--- config.mk ---
export PLATFORM = sky130hd
export DESIGN_NAME = vss_ctrl
export DESIGN_NICKNAME = d
export VERILOG_FILES = /design/src/vss_ctrl.v /design/src/vss_updown.v
export VERILOG_INCLUDE_DIRS = /design/src
export SDC_FILE = /design/constraint.sdc
export NUM_CORES = 1
export LEC_CHECK = 0
export BUFFER_PORTS_ARGS = -buffer_cell sky130_fd_sc_hd__buf_2
export CAP_MARGIN = 15
export CORE_MARGIN = 2
export CORE_UTILIZATION = 53
export CTS_BUF_LIST = sky130_fd_sc_hd__clkbuf_16
export DETAILED_ROUTE_END_ITERATION = 10
export PLACE_DENSITY = 0.7
export SLEW_MARGIN = 0
export SYNTH_ARGS = -nofsm -noshare
export SYNTH_HDL_FRONTEND = slang
export SYNTH_SLANG_ARGS = --single-unit
export TNS_END_PERCENT = 30
--- constraint.sdc ---
create_clock -name clk_sys_i -period 8.9 [get_ports clk_sys_i]
set_input_delay 0.445 -clock clk_sys_i [delete_from_list [all_inputs] [get_ports clk_sys_i]]
set_output_delay 0.445 -clock clk_sys_i [all_outputs]
set_load 0.03 [all_outputs]
--- src/vss_defines.vh ---
// constants for the valley select and soft-start control core
// assumes a 100 MHz system clock; times are in microseconds
`ifndef VSS_DEFINES_VH
`define VSS_DEFINES_VH

// ----------------------------------------
// clock and timing
// ----------------------------------------
`define VSS_CLK_MHZ 100
`define VSS_SOFTSTART_US 12000
`define VSS_SOFTSTART_STEPS 4
`define VSS_STEP_CYCLES ((`VSS_SOFTSTART_US / `VSS_SOFTSTART_STEPS) * `VSS_CLK_MHZ)
`define VSS_PERIOD_US 48000
`define VSS_PERIOD_CYCLES (`VSS_PERIOD_US * `VSS_CLK_MHZ)
`define VSS_OFFMAX_US 50
`define VSS_OFFMAX_CYCLES (`VSS_OFFMAX_US * `VSS_CLK_MHZ)
`define VSS_RING_US 2
`define VSS_RING_CYCLES (`VSS_RING_US * `VSS_CLK_MHZ)

// ----------------------------------------
// counter limits and soft-start limit codes (millivolts)
// ----------------------------------------
`define VSS_UD_MIN 3'h1
`define VSS_UD_MAX 3'h7
`define VSS_LIMIT_STEP0 10'h140
`define VSS_LIMIT_STEP1 10'h1f5
`define VSS_LIMIT_STEP2 10'h2aa
`define VSS_LIMIT_STEP3 10'h3e8

`endif

--- src/vss_ctrl.v ---
// valley select and soft-start control core of a quasi-resonant flyback
// assumes comparator outputs already synchronous to clk_sys_i
// assumes the switch-off request already carries its own blanking time
`timescale 1ns/1ns
`include "vss_defines.vh"

// What this block does
// [RULE1] supply-good stops charging, starts soft-start
// [RULE2] soft-start is 12 ms in 4 timed steps
// [RULE3] current limit steps 0.32 V up to 1 V
// [RULE4] digital switch-on, analog switch-off
// [RULE5] up/down counter holds turn-on valley index
// [RULE6] feedback judged every 48 ms period
// [RULE7] always below low: count up to 7
// [RULE8] above low only: hold value
// [RULE9] above high only: count down to 1
// [RULE10] above reset threshold: force to 1
// [RULE11] counter stays within 1 to 7
// [RULE12] counter starts at 1
// [RULE13] thresholds shift with line voltage
// [RULE14] valley count 0..7, clears on gate high
// [RULE15] turn on when valleys reach counter
// [RULE16] max off time forces turn-on
// [RULE17] soft-start steps are equal quarters
// [RULE18] threshold flags sticky per period
module vss_ctrl #(
    parameter STEP_CYCLES = `VSS_STEP_CYCLES,
    parameter PERIOD_CYCLES = `VSS_PERIOD_CYCLES,
    parameter OFFMAX_CYCLES = `VSS_OFFMAX_CYCLES,
    parameter RING_CYCLES = `VSS_RING_CYCLES
) (
    input wire clk_sys_i,
    input wire reset_i,
    input wire supply_on_i,
    input wire valley_sense_pin_i,
    input wire fb_above_up_i,
    input wire fb_above_down_i,
    input wire fb_above_reset_i,
    input wire high_line_i,
    input wire cs_off_i,
    output reg startup_charge_en_o,
    output reg [9:0] cs_limit_mv_o,
    output reg [1:0] softstart_step_o,
    output reg softstart_done_o,
    output reg line_threshold_sel_o,
    output reg gate_o,
    output wire [2:0] valley_target_o,
    output reg [2:0] valley_count_o
);

// sequencer states
localparam ST_OFF = 2'h0;
localparam ST_SOFT = 2'h1;
localparam ST_RUN = 2'h2;
// top of the valley counter
localparam VALLEY_MAX = 3'h7;

// state and counters
reg [1:0] state_r;
reg [31:0] step_cnt_r;
reg [31:0] off_cnt_r;
reg zc_prev_r;
// decoded conditions
wire running;
wire zc_fall;
wire ring_done;
wire offmax_hit;
wire turn_on;
wire turn_off;

// soft-start limit for a step index
function [9:0] step_limit;
    input [1:0] idx;
    begin
        case (idx)
            2'h0: step_limit = `VSS_LIMIT_STEP0;
            2'h1: step_limit = `VSS_LIMIT_STEP1;
            2'h2: step_limit = `VSS_LIMIT_STEP2;
            default: step_limit = `VSS_LIMIT_STEP3;
        endcase
    end
endfunction

// any state but off means the converter is switching
assign running = (state_r != ST_OFF);

// ----------------------------------------
// start-up and soft-start sequencer
// ----------------------------------------
always @(posedge clk_sys_i or posedge reset_i) begin
    if (reset_i) begin
        state_r <= ST_OFF;
        step_cnt_r <= 32'h0;
        startup_charge_en_o <= 1'b1;
        softstart_step_o <= 2'h0;
        softstart_done_o <= 1'b0;
        cs_limit_mv_o <= `VSS_LIMIT_STEP0;
    end else begin
        case (state_r)
            ST_OFF: begin
                startup_charge_en_o <= 1'b1;
                if (supply_on_i) begin
                    state_r <= ST_SOFT;
                    startup_charge_en_o <= 1'b0; // [RULE1]
                    step_cnt_r <= 32'h0;
                    softstart_step_o <= 2'h0;
                    cs_limit_mv_o <= step_limit(2'h0); // [RULE3]
                end
            end
            ST_SOFT: begin
                // every step holds for STEP_CYCLES clocks
                if (step_cnt_r == STEP_CYCLES - 1) begin
                    step_cnt_r <= 32'h0; // [RULE17]
                    if (softstart_step_o == 2'h3) begin
                        state_r <= ST_RUN; // [RULE2]
                        softstart_done_o <= 1'b1;
                    end else begin
                        softstart_step_o <= softstart_step_o + 2'h1;
                        cs_limit_mv_o <= step_limit(softstart_step_o + 2'h1); // [RULE3]
                    end
                end else begin
                    step_cnt_r <= step_cnt_r + 32'h1;
                end
            end
            ST_RUN: begin
                cs_limit_mv_o <= `VSS_LIMIT_STEP3;
            end
            default: state_r <= ST_OFF;
        endcase
        // losing the supply overrides any step in progress
        if (!supply_on_i && running) begin
            state_r <= ST_OFF; // supply lost: back to charging
            startup_charge_en_o <= 1'b1;
            softstart_done_o <= 1'b0;
            softstart_step_o <= 2'h0;
            cs_limit_mv_o <= `VSS_LIMIT_STEP0;
        end
    end
end

// ----------------------------------------
// line-dependent threshold select
// ----------------------------------------
// line level picks the threshold pair used by the feedback comparators
always @(posedge clk_sys_i or posedge reset_i) begin
    if (reset_i)
        line_threshold_sel_o <= 1'b0;
    else
        line_threshold_sel_o <= high_line_i; // [RULE13]
end

// ----------------------------------------
// up/down valley counter
// ----------------------------------------
// one decision per feedback period; sticky flags live inside
vss_updown #(
    .PERIOD_CYCLES(PERIOD_CYCLES)
) u_updown (
    .clk_sys_i(clk_sys_i),
    .reset_i(reset_i),
    .run_i(running),
    .above_up_i(fb_above_up_i),
    .above_down_i(fb_above_down_i),
    .above_reset_i(fb_above_reset_i),
    .valley_o(valley_target_o), // [RULE5]
    .period_end_o()
);

// ----------------------------------------
// valley counting and gate control
// ----------------------------------------
// switch-on and switch-off decisions
assign zc_fall = zc_prev_r && !valley_sense_pin_i;
assign ring_done = (off_cnt_r >= RING_CYCLES);
assign offmax_hit = (off_cnt_r >= OFFMAX_CYCLES - 1); // [RULE16] longest off time reached
assign turn_on = ring_done && (valley_count_o >= valley_target_o); // [RULE15]
assign turn_off = gate_o && cs_off_i; // analog side ends the on-time

// previous level of the valley sense input; low after reset so no false edge
always @(posedge clk_sys_i or posedge reset_i) begin
    if (reset_i)
        zc_prev_r <= 1'b0;
    else if (!running)
        zc_prev_r <= 1'b0;
    else
        zc_prev_r <= valley_sense_pin_i;
end

// off-time counter: cleared while the gate is high, counts while it is low
always @(posedge clk_sys_i or posedge reset_i) begin
    if (reset_i)
        off_cnt_r <= 32'h0;
    else if (!running || gate_o)
        off_cnt_r <= 32'h0;
    else
        off_cnt_r <= off_cnt_r + 32'h1;
end

// valley counter: falling crossings while off, saturating, cleared at turn-on
always @(posedge clk_sys_i or posedge reset_i) begin
    if (reset_i) begin
        valley_count_o <= 3'h0;
    end else if (!running) begin
        valley_count_o <= 3'h0;
    end else if (!gate_o) begin
        if (turn_on || offmax_hit)
            valley_count_o <= 3'h0; // [RULE14]
        else if (zc_fall && valley_count_o != VALLEY_MAX)
            valley_count_o <= valley_count_o + 3'h1; // [RULE14]
    end
end

// gate drive: switch-on is digital, switch-off follows the analog request
always @(posedge clk_sys_i or posedge reset_i) begin
    if (reset_i)
        gate_o <= 1'b0;
    else if (!running)
        gate_o <= 1'b0;
    else if (turn_off)
        gate_o <= 1'b0; // [RULE4] analog decides off
    else if (!gate_o && (turn_on || offmax_hit))
        gate_o <= 1'b1; // [RULE4] [RULE15] [RULE16]
end

endmodule

--- src/vss_updown.v ---
// up/down valley counter with sticky threshold flags per period
// assumes comparator inputs synchronous to clk_sys_i
`timescale 1ns/1ns
`include "vss_defines.vh"

module vss_updown #(
    parameter PERIOD_CYCLES = `VSS_PERIOD_CYCLES
) (
    input wire clk_sys_i,
    input wire reset_i,
    input wire run_i,
    input wire above_up_i,
    input wire above_down_i,
    input wire above_reset_i,
    output reg [2:0] valley_o,
    output reg period_end_o
);

reg [31:0] per_cnt_r;
reg seen_up_r;
reg seen_down_r;
reg seen_reset_r;
wire tick;

assign tick = run_i && (per_cnt_r == PERIOD_CYCLES - 1);

// ----------------------------------------
// period timer, flags and counter update
// ----------------------------------------
always @(posedge clk_sys_i or posedge reset_i) begin
    if (reset_i) begin
        per_cnt_r <= 32'h0;
        seen_up_r <= 1'b0;
        seen_down_r <= 1'b0;
        seen_reset_r <= 1'b0;
        valley_o <= `VSS_UD_MIN;
        period_end_o <= 1'b0;
    end else if (!run_i) begin
        per_cnt_r <= 32'h0;
        seen_up_r <= 1'b0;
        seen_down_r <= 1'b0;
        seen_reset_r <= 1'b0;
        valley_o <= `VSS_UD_MIN; // [RULE12]
        period_end_o <= 1'b0;
    end else begin
        period_end_o <= tick;
        if (tick) begin
            per_cnt_r <= 32'h0;
            // last-cycle samples fold into the decision; flags then clear [RULE18]
            if (seen_reset_r || above_reset_i)
                valley_o <= `VSS_UD_MIN; // [RULE10]
            else if (seen_down_r || above_down_i) begin
                if (valley_o != `VSS_UD_MIN)
                    valley_o <= valley_o - 3'h1; // [RULE9] [RULE11]
            end else if (seen_up_r || above_up_i)
                valley_o <= valley_o; // [RULE8]
            else if (valley_o != `VSS_UD_MAX)
                valley_o <= valley_o + 3'h1; // [RULE7] [RULE11]
            seen_up_r <= 1'b0;
            seen_down_r <= 1'b0;
            seen_reset_r <= 1'b0;
        end else begin
            per_cnt_r <= per_cnt_r + 32'h1; // [RULE6]
            seen_up_r <= seen_up_r | above_up_i; // [RULE18]
            seen_down_r <= seen_down_r | above_down_i;
            seen_reset_r <= seen_reset_r | above_reset_i;
        end
    end
end

endmodule

==> out/qor.txt, run 1 <==
===========================================================================================
Worst reg2reg startpoint                                                         state_r[1]
Net total in the final layout                                                           751
Area growth from synthesis to layout                                                 10.59%
Wirelength, routed                                                                 13.04 mm
Vertical extent of the die                                                         113.7 um
Port-buffer cells                                                                        30
Worst Reg-to-Reg Cells                                                                    8
Final-layout fill cell count                                                          1,018
Antenna violations before repair                                                          0
Required time of the critical path                                                  9.21 ns
Number of library cell types mapped by synthesis                                         58
Number of design rule violations left after detail routing                                0
Final GP Congestion                                                                  0.8511
Library cell used as clock root buffer                                         sky130_fd_sc_hd__clkbuf_16
Mean area per synthesized cell                                                    9.155 um2
Leakage                                                                         0.003036 uW
Number of buffers inserted during clock tree synthesis                                   17
Horiz. Die Dim                                                                     113.7 um
Share of synthesized registers carrying an async set or reset                         1.000
# Post-CTS Setup Buffers                                                                  0
Leading cell type in the layout, fill and taps excluded                        sky130_fd_sc_hd__dfrtp_1
CP Launch Type                                                                     register
Initial Utilization                                                                  0.5380
Final max-slew violation count                                                            0
Hold violation count in the final report                                                  0
Multi-input gate area in the final layout                                      0.003142 mm2
Type of the worst setup path                                                        reg2reg
Die footprint                                                                   0.01293 mm2
Remaining antenna violation count after routing                                           0
Total via count after detailed routing                                                5,047
Crit Path Max Fanout                                                                     19
TNS Setup                                                                              0 ns
CTS tree                                                                              built
Final total power                                                                   1578 uW
Sum of overflow across all layers after global routing                                    0
Seq/Total Area, Yosys                                                                0.4673
Final period demand of the worst path                                              3.019 ns
Critical path cell sequence                                                    inv_1, ha_1, mux2i_1, buf_4, or3_1, nor3_2, a31oi_1, a311oi_1
Power per cell area                                                            223.6 mW/mm2
Via-per-instance ratio                                                                5.729
Worst IR drop on VDD                                                               172.8 uV
Total placed instance area                                                     0.006580 mm2
Max-Cap Viols                                                                             0
Count of flip-flops with a built-in enable after synthesis                                0
P_sw                                                                               543.1 uW
Number of buffers inserted for hold repair after clock tree synthesis                     0
Detailed-placement wirelength estimate                                             8.677 mm
Post-synthesis cell count                                                               697
I/O Pins                                                                                 31
H-tree levels                                                                             4
Switch share                                                                         0.3442
Final Instance Area                                                            0.007057 mm2
Standard cell core area                                                         0.01186 mm2
Capturing element type of the critical path                                        register
Final setup violation count                                                               0
Int Power                                                                           1035 uW
Clock slew at reported path FFs                                                     0.05 ns
Register-to-register setup slack                                                    5.88 ns
Status                                                                         complete, no violations
Main flop type after synthesis                                                 sky130_fd_sc_hd__dfrtp_1
Worst hold-check path type                                                         in2async
Setup repair after global routing missed its margin                                   false
Antenna diode count                                                                       0
Max incr delay on CP                                                                0.57 ns
Total of flip-flops plus latches after synthesis                                        119
Largest net degree at the start of global routing                                        75
Worst endpoint data arrival time                                                    3.33 ns
Slew margin rel.                                                                     0.3801
Portion of the clock cycle consumed by the worst path in the final layout            0.3392
Maximum buffer depth of the clock tree                                                    2
# resized after CTS                                                                       0
Number of design-rule violations left by the first detailed-router iteration            368
Netlist area before placement                                                  0.006381 mm2
Slowest stage cell, crit path                                                  sky130_fd_sc_hd__ha_1
Flop pwr share                                                                        0.393
Max Clock Freq                                                                   0.3313 GHz
Count of yosys warnings during synthesis                                                  0
Vias in the first global route                                                        4,990
Clock network fraction of design power                                                0.357
Post-Syn Nets                                                                           725
Slew at the pin closest to its max-slew limit                                     0.9298 ns
RR Endpoint                                                                    step_cnt_r[25]
Clock latency on the worst-skew pair                                                0.41 ns
Commonest non-fill, non-tap cells in the layout                                sky130_fd_sc_hd__dfrtp_1, sky130_fd_sc_hd__nor2_1, sky130_fd_sc_hd__nand2_1, sky130_fd_sc_hd__xor2_1, sky130_fd_sc_hd__o21ai_0
Row Count                                                                                40
Kind of cell adding the most delay to the critical path                        simple AND/OR/NAND/NOR gates
Total buffers and inverters traversed by the critical path                                2
Clock sink count                                                                        119
Total global-route track usage                                                       0.2169
Number of iterations in the first detailed-routing pass                                   7
Register area                                                                  0.002982 mm2
Ratio of cells with drive above 1 in the final layout                               0.09401
Wire length of the first global-routing pass                                       22.63 mm
Drt wl/cell                                                                        14.80 um
Worst-case clock skew                                                           0.006704 ns
Power share of the combinational group                                                0.250
===========================================================================================
==> synth_stat cells, types with 2 or more instances <==
master	number	area (um2)
sky130_fd_sc_hd__dfrtp_1	116	2903
sky130_fd_sc_hd__nor2_1	111	416.7
sky130_fd_sc_hd__nand2_1	65	244.0
sky130_fd_sc_hd__xor2_1	41	359.1
sky130_fd_sc_hd__o21ai_0	36	180.2
sky130_fd_sc_hd__nand3_1	34	170.2
sky130_fd_sc_hd__nand4_1	30	187.7
sky130_fd_sc_hd__xnor2_1	30	262.8
sky130_fd_sc_hd__a21oi_1	25	125.1
sky130_fd_sc_hd__inv_1	24	90.09
sky130_fd_sc_hd__ha_1	19	237.7
sky130_fd_sc_hd__nor3_1	17	85.08
sky130_fd_sc_hd__nor4_1	17	106.4
sky130_fd_sc_hd__and3_1	15	93.84
sky130_fd_sc_hd__clkbuf_1	13	48.80
sky130_fd_sc_hd__or3_1	12	75.07
sky130_fd_sc_hd__nor2b_1	8	50.05
sky130_fd_sc_hd__a31oi_1	7	43.79
sky130_fd_sc_hd__and2_1	5	31.28
sky130_fd_sc_hd__buf_4	5	37.54
sky130_fd_sc_hd__buf_6	5	56.30
sky130_fd_sc_hd__or4_1	5	37.54
sky130_fd_sc_hd__mux2i_1	4	40.04
sky130_fd_sc_hd__o31ai_1	4	30.03
sky130_fd_sc_hd__dfstp_2	3	78.83
sky130_fd_sc_hd__o211ai_1	3	22.52
sky130_fd_sc_hd__or2_2	3	18.77
sky130_fd_sc_hd__a211oi_1	2	15.01
sky130_fd_sc_hd__a21o_1	2	15.01
sky130_fd_sc_hd__a22o_1	2	17.52
sky130_fd_sc_hd__and4_1	2	17.52
sky130_fd_sc_hd__buf_2	2	10.01
sky130_fd_sc_hd__clkbuf_4	2	15.01
sky130_fd_sc_hd__nor3b_1	2	15.01
sky130_fd_sc_hd__o21ai_1	2	10.01
sky130_fd_sc_hd__or4b_1	2	20.02
==> state kept, by name (all words and copies together) (netlist names), 2 cells and up <==
| signal | count |
|---|---|
| cs_limit_mv_o | 5 |
| u_updown.per_cnt_r | 32 |
| valley_count_o | 3 |
| u_updown.valley_o | 3 |
| off_cnt_r | 32 |
| state_r | 2 |
| softstart_step_o | 2 |
| step_cnt_r | 32 |
==> power groups by stage <==
stage	logic, uW	registers (uW)	clock network, uW
2_1_floorplan	309	644	0
3_5_place_dp	395	629	0
6_report	394	621	563
4_1_cts	399	621	576
3_3_place_gp	388	627	0
5_1_grt	442	628	599
==> cell type report <==
type,count,area share
clock buffer,17,0.06028
multi-input combinational,527,0.4452
inverter,24,0.01312
clock inverter,13,0.007270
sequential,119,0.4225
timing repair buffer,34,0.02553
tap,147,0.02606
==> per-layer routing <==
layer  wire length [um]  GRT usage
met5                  0          0
met2               6378     0.3549
met3                452    0.05526
met1               5992     0.2800
met4                221    0.08130
==> per-stage QoR <==
| stage | util | std cells | hold slack (ns) | setup slack (ns) |
|---|---|---|---|---|
| 2_1_floorplan | - | 697 | 0.4245 | 5.302 |
| 3_3_place_gp | 0.5547 | 851 | 0.4347 | 6.121 |
| 3_5_place_dp | 0.5547 | 851 | 0.4480 | 5.935 |
| 4_1_cts | 0.5949 | 881 | 0.1034 | 5.914 |
| 5_1_grt | 0.5949 | 881 | 0.1174 | 5.685 |
| 6_report | 0.5949 | 881 | 0.08348 | 5.881 |
==> cells by family (layout without fill, tap and decap cells) <==
family | after synthesis | after routing | share of synthesized area
simple gates | 340 | 340 | 0.2655
flops | 119 | 119 | 0.4673
compound gates | 92 | 92 | 0.08412
xor+xnor | 71 | 71 | 0.09745
buf+inv | 51 | 88 | 0.04039
fa+ha+maj | 19 | 19 | 0.03726
mux | 5 | 5 | 0.008039
==> worst max path at each step <==
stage / start / slack, ns / to / depth (start not counted)
floorplan: reset_i / 5.30 / cs_limit_mv_o[1] / 1
global placement: state_r[1] / 6.12 / step_cnt_r[21] / 9
detailed placement: state_r[1] / 5.94 / step_cnt_r[25] / 8
CTS: state_r[1] / 5.91 / step_cnt_r[25] / 8
global route: state_r[1] / 5.69 / step_cnt_r[17] / 9
finish: state_r[1] / 5.88 / step_cnt_r[25] / 8
Power figures use the tool's default switching activity.
==> run 2: changes to the inputs <==
--- a/config.mk
+++ b/config.mk
@@ -12,7 +12,7 @@
 export CORE_UTILIZATION = 53
 export CTS_BUF_LIST = sky130_fd_sc_hd__clkbuf_16
 export DETAILED_ROUTE_END_ITERATION = 10
-export PLACE_DENSITY = 0.7
+export PLACE_DENSITY = 0.73
 export SLEW_MARGIN = 0
 export SYNTH_ARGS = -nofsm -noshare
 export SYNTH_HDL_FRONTEND = slang
==> constraint.sdc (replaced) <==
create_clock -name clk_sys_i -period 2.46 [get_ports clk_sys_i]
set_input_delay 0.123 -clock clk_sys_i [delete_from_list [all_inputs] [get_ports clk_sys_i]]
set_output_delay 0.123 -clock clk_sys_i [all_outputs]
set_load 0.03 [all_outputs]
==> out/qor.txt, run 2 (synthesis gave the netlist of run 1 again) <==
===========================================================================================
Status                                                                         complete, no violations
CTS tree                                                                              built
Antenna violations before repair                                                          0
Cell count along the critical path                                                        6
Vertical extent of the die                                                         113.7 um
Final Instance Area                                                            0.007480 mm2
Number of iterations in the first detailed-routing pass                                   5
Remaining antenna violation count after routing                                           0
Power per cell area                                                            860.2 mW/mm2
Leading cell type in the layout, fill and taps excluded                        sky130_fd_sc_hd__dfrtp_1
Register-to-register setup slack                                                    0.09 ns
Worst endpoint data arrival time                                                    2.68 ns
Clock slew at reported path FFs                                                     0.05 ns
Critical path cell sequence                                                    or4b_1, or3_4, nor4_4, xnor2_1, a21o_1, a22o_1
Worst reg2reg startpoint                                                       step_cnt_r[16]
Largest net degree at the start of global routing                                        43
Clock sink count                                                                        119
Slew at the pin closest to its max-slew limit                                     0.7572 ns
Number of design rule violations left after detail routing                                0
CP Launch Type                                                                     register
Switch share                                                                         0.3191
Instance count along the most critical hold path                                          3
Final period demand of the worst path                                              2.368 ns
P_sw                                                                                2053 uW
Required time of the critical path                                                  2.77 ns
Total via count after detailed routing                                                5,246
Capturing element type of the critical path                                        register
Final GP Congestion                                                                  0.8499
Worst-case clock skew                                                           0.008062 ns
Number of buffers inserted during clock tree synthesis                                   17
H-tree levels                                                                             4
Clock latency on the worst-skew pair                                                0.42 ns
Int Power                                                                           4381 uW
Via-per-instance ratio                                                                5.733
Max-Cap Viols                                                                             0
Type of the worst setup path                                                        reg2reg
Sum of overflow across all layers after global routing                                    0
Termination of the worst setup path                                            softstart_step_o[0]
Ratio of cells with drive above 1 in the final layout                                0.1354
Wire length of the first global-routing pass                                       24.31 mm
Flop pwr share                                                                        0.350
Antenna diode count                                                                       0
Total global-route track usage                                                       0.2341
Horiz. Die Dim                                                                     113.7 um
Leading registers by flop count                                                off_cnt_r (32), step_cnt_r (32), u_updown.per_cnt_r (32)
Die footprint                                                                   0.01293 mm2
Net total in the final layout                                                           783
Hold violation count in the final report                                                  0
Standard cell core area                                                         0.01186 mm2
Crit Path Max Fanout                                                                      5
Worst IR drop on VDD                                                               498.6 uV
Commonest non-fill, non-tap cells in the layout                                sky130_fd_sc_hd__dfrtp_1, sky130_fd_sc_hd__nor2_1, sky130_fd_sc_hd__nand2_1, sky130_fd_sc_hd__xor2_1, sky130_fd_sc_hd__o21ai_0
Number of design-rule violations left by the first detailed-router iteration            437
Worst hold-check path type                                                           in2reg
Detailed-placement wirelength estimate                                             9.534 mm
Initial Utilization                                                                  0.5380
Portion of the clock cycle consumed by the worst path in the final layout            0.9625
Final setup violation count                                                               0
Drt wl/cell                                                                        15.20 um
Slew margin rel.                                                                     0.4942
Power share of the combinational group                                                0.245
Kind of cell adding the most delay to the critical path                        simple AND/OR/NAND/NOR gates
Launch point of the worst path                                                 step_cnt_r[16]
I/O Pins                                                                                 31
Library cell used as clock root buffer                                         sky130_fd_sc_hd__clkbuf_16
Clock network fraction of design power                                                0.404
RR Endpoint                                                                    softstart_step_o[0]
Maximum buffer depth of the clock tree                                                    2
Area growth from synthesis to layout                                                 17.22%
Worst Reg-to-Reg Cells                                                                    6
Port-buffer cells                                                                        30
Vias in the first global route                                                        5,311
# Post-CTS Setup Buffers                                                                  0
Max Clock Freq                                                                   0.4223 GHz
Total placed instance area                                                     0.006789 mm2
Slowest stage cell, crit path                                                  sky130_fd_sc_hd__or4b_1
Leakage                                                                         0.003263 uW
Hold Worst Slack                                                                 0.06413 ns
Wirelength, routed                                                                 13.90 mm
Max incr delay on CP                                                                0.52 ns
Row Count                                                                                40
Final max-slew violation count                                                            0
Total buffers and inverters traversed by the critical path                                0
===========================================================================================
-- run 2: worst register-to-register path: stages, from the launching register on --
cell and delay [ns]:
sky130_fd_sc_hd__dfrtp_1 0.39, sky130_fd_sc_hd__or4b_1 0.52, sky130_fd_sc_hd__or3_4 0.42, sky130_fd_sc_hd__nor4_4 0.44
sky130_fd_sc_hd__xnor2_1 0.12, sky130_fd_sc_hd__a21o_1 0.19, sky130_fd_sc_hd__a22o_1 0.18
-- run 2: layout make-up --
cell class / count / area (um2)
multi-input combinational: 527 / 3156
fill: 953 / 4382
clock buffer: 17 / 425.4
clock inverter: 15 / 191.4
tap: 147 / 183.9
sequential: 119 / 2982
inverter: 24 / 93.84
timing repair buffer: 66 / 447.9
-- run 2: metrics by stage --
| stage | setup TNS (ns) | power [uW] | worst slack [ns] | std cells | utilization |
|---|---|---|---|---|---|
| final | 0 | 6434 | 0.09219 | 915 | 0.6306 |
| after global routing | -0.004537 | 6754 | -0.003733 | 915 | 0.6306 |
| after CTS | 0 | 6461 | 0.07034 | 915 | 0.6294 |
| after detailed placement | 0 | 3819 | 0.06251 | 877 | 0.5724 |
| after global placement | 0 | 3757 | 0.1396 | 877 | 0.5724 |
| after floorplan | 0 | 3448 | 0.1573 | 697 | - |
-- run 2: worst min-delay path by stage --
stage | slack [ns] | end | start
2_1_floorplan | 0.15 | line_threshold_sel_o | high_line_i
3_3_place_gp | 0.23 | line_threshold_sel_o | high_line_i
3_5_place_dp | 0.23 | line_threshold_sel_o | high_line_i
4_1_cts | 0.05 | u_updown.seen_down_r | fb_above_down_i
5_1_grt | 0.11 | u_updown.seen_down_r | fb_above_down_i
6_report | 0.06 | u_updown.seen_down_r | fb_above_down_i
-- run 2: power by group through the flow --
stage | registers, uW | logic, uW | clock network (uW)
6_report | 2250 | 1580 | 2600
5_1_grt | 2280 | 1740 | 2730
4_1_cts | 2250 | 1560 | 2650
3_5_place_dp | 2280 | 1540 | 0
3_3_place_gp | 2270 | 1490 | 0
2_1_floorplan | 2330 | 1120 | 0
-- run 2: what timing repair did --
action                                  4_1_cts  5_1_grt
resized for setup                             0        3
endpoints found under the setup margin        0        6
hold buffers                                  6        0
hold endpoints to repair                     30        0
-- run 2: layer usage --
metal | routed length [um] | vias up | part of all wire | track usage
met1 | 5967 | 2566 | 0.43 | 0.2876
li1 | - | 2542 | - | -
met5 | 0 | - | 0 | 0
met3 | 493 | 25 | 0.035 | 0.06270
met4 | 232 | 0 | 0.017 | 0.07642
met2 | 7211 | 113 | 0.52 | 0.4032
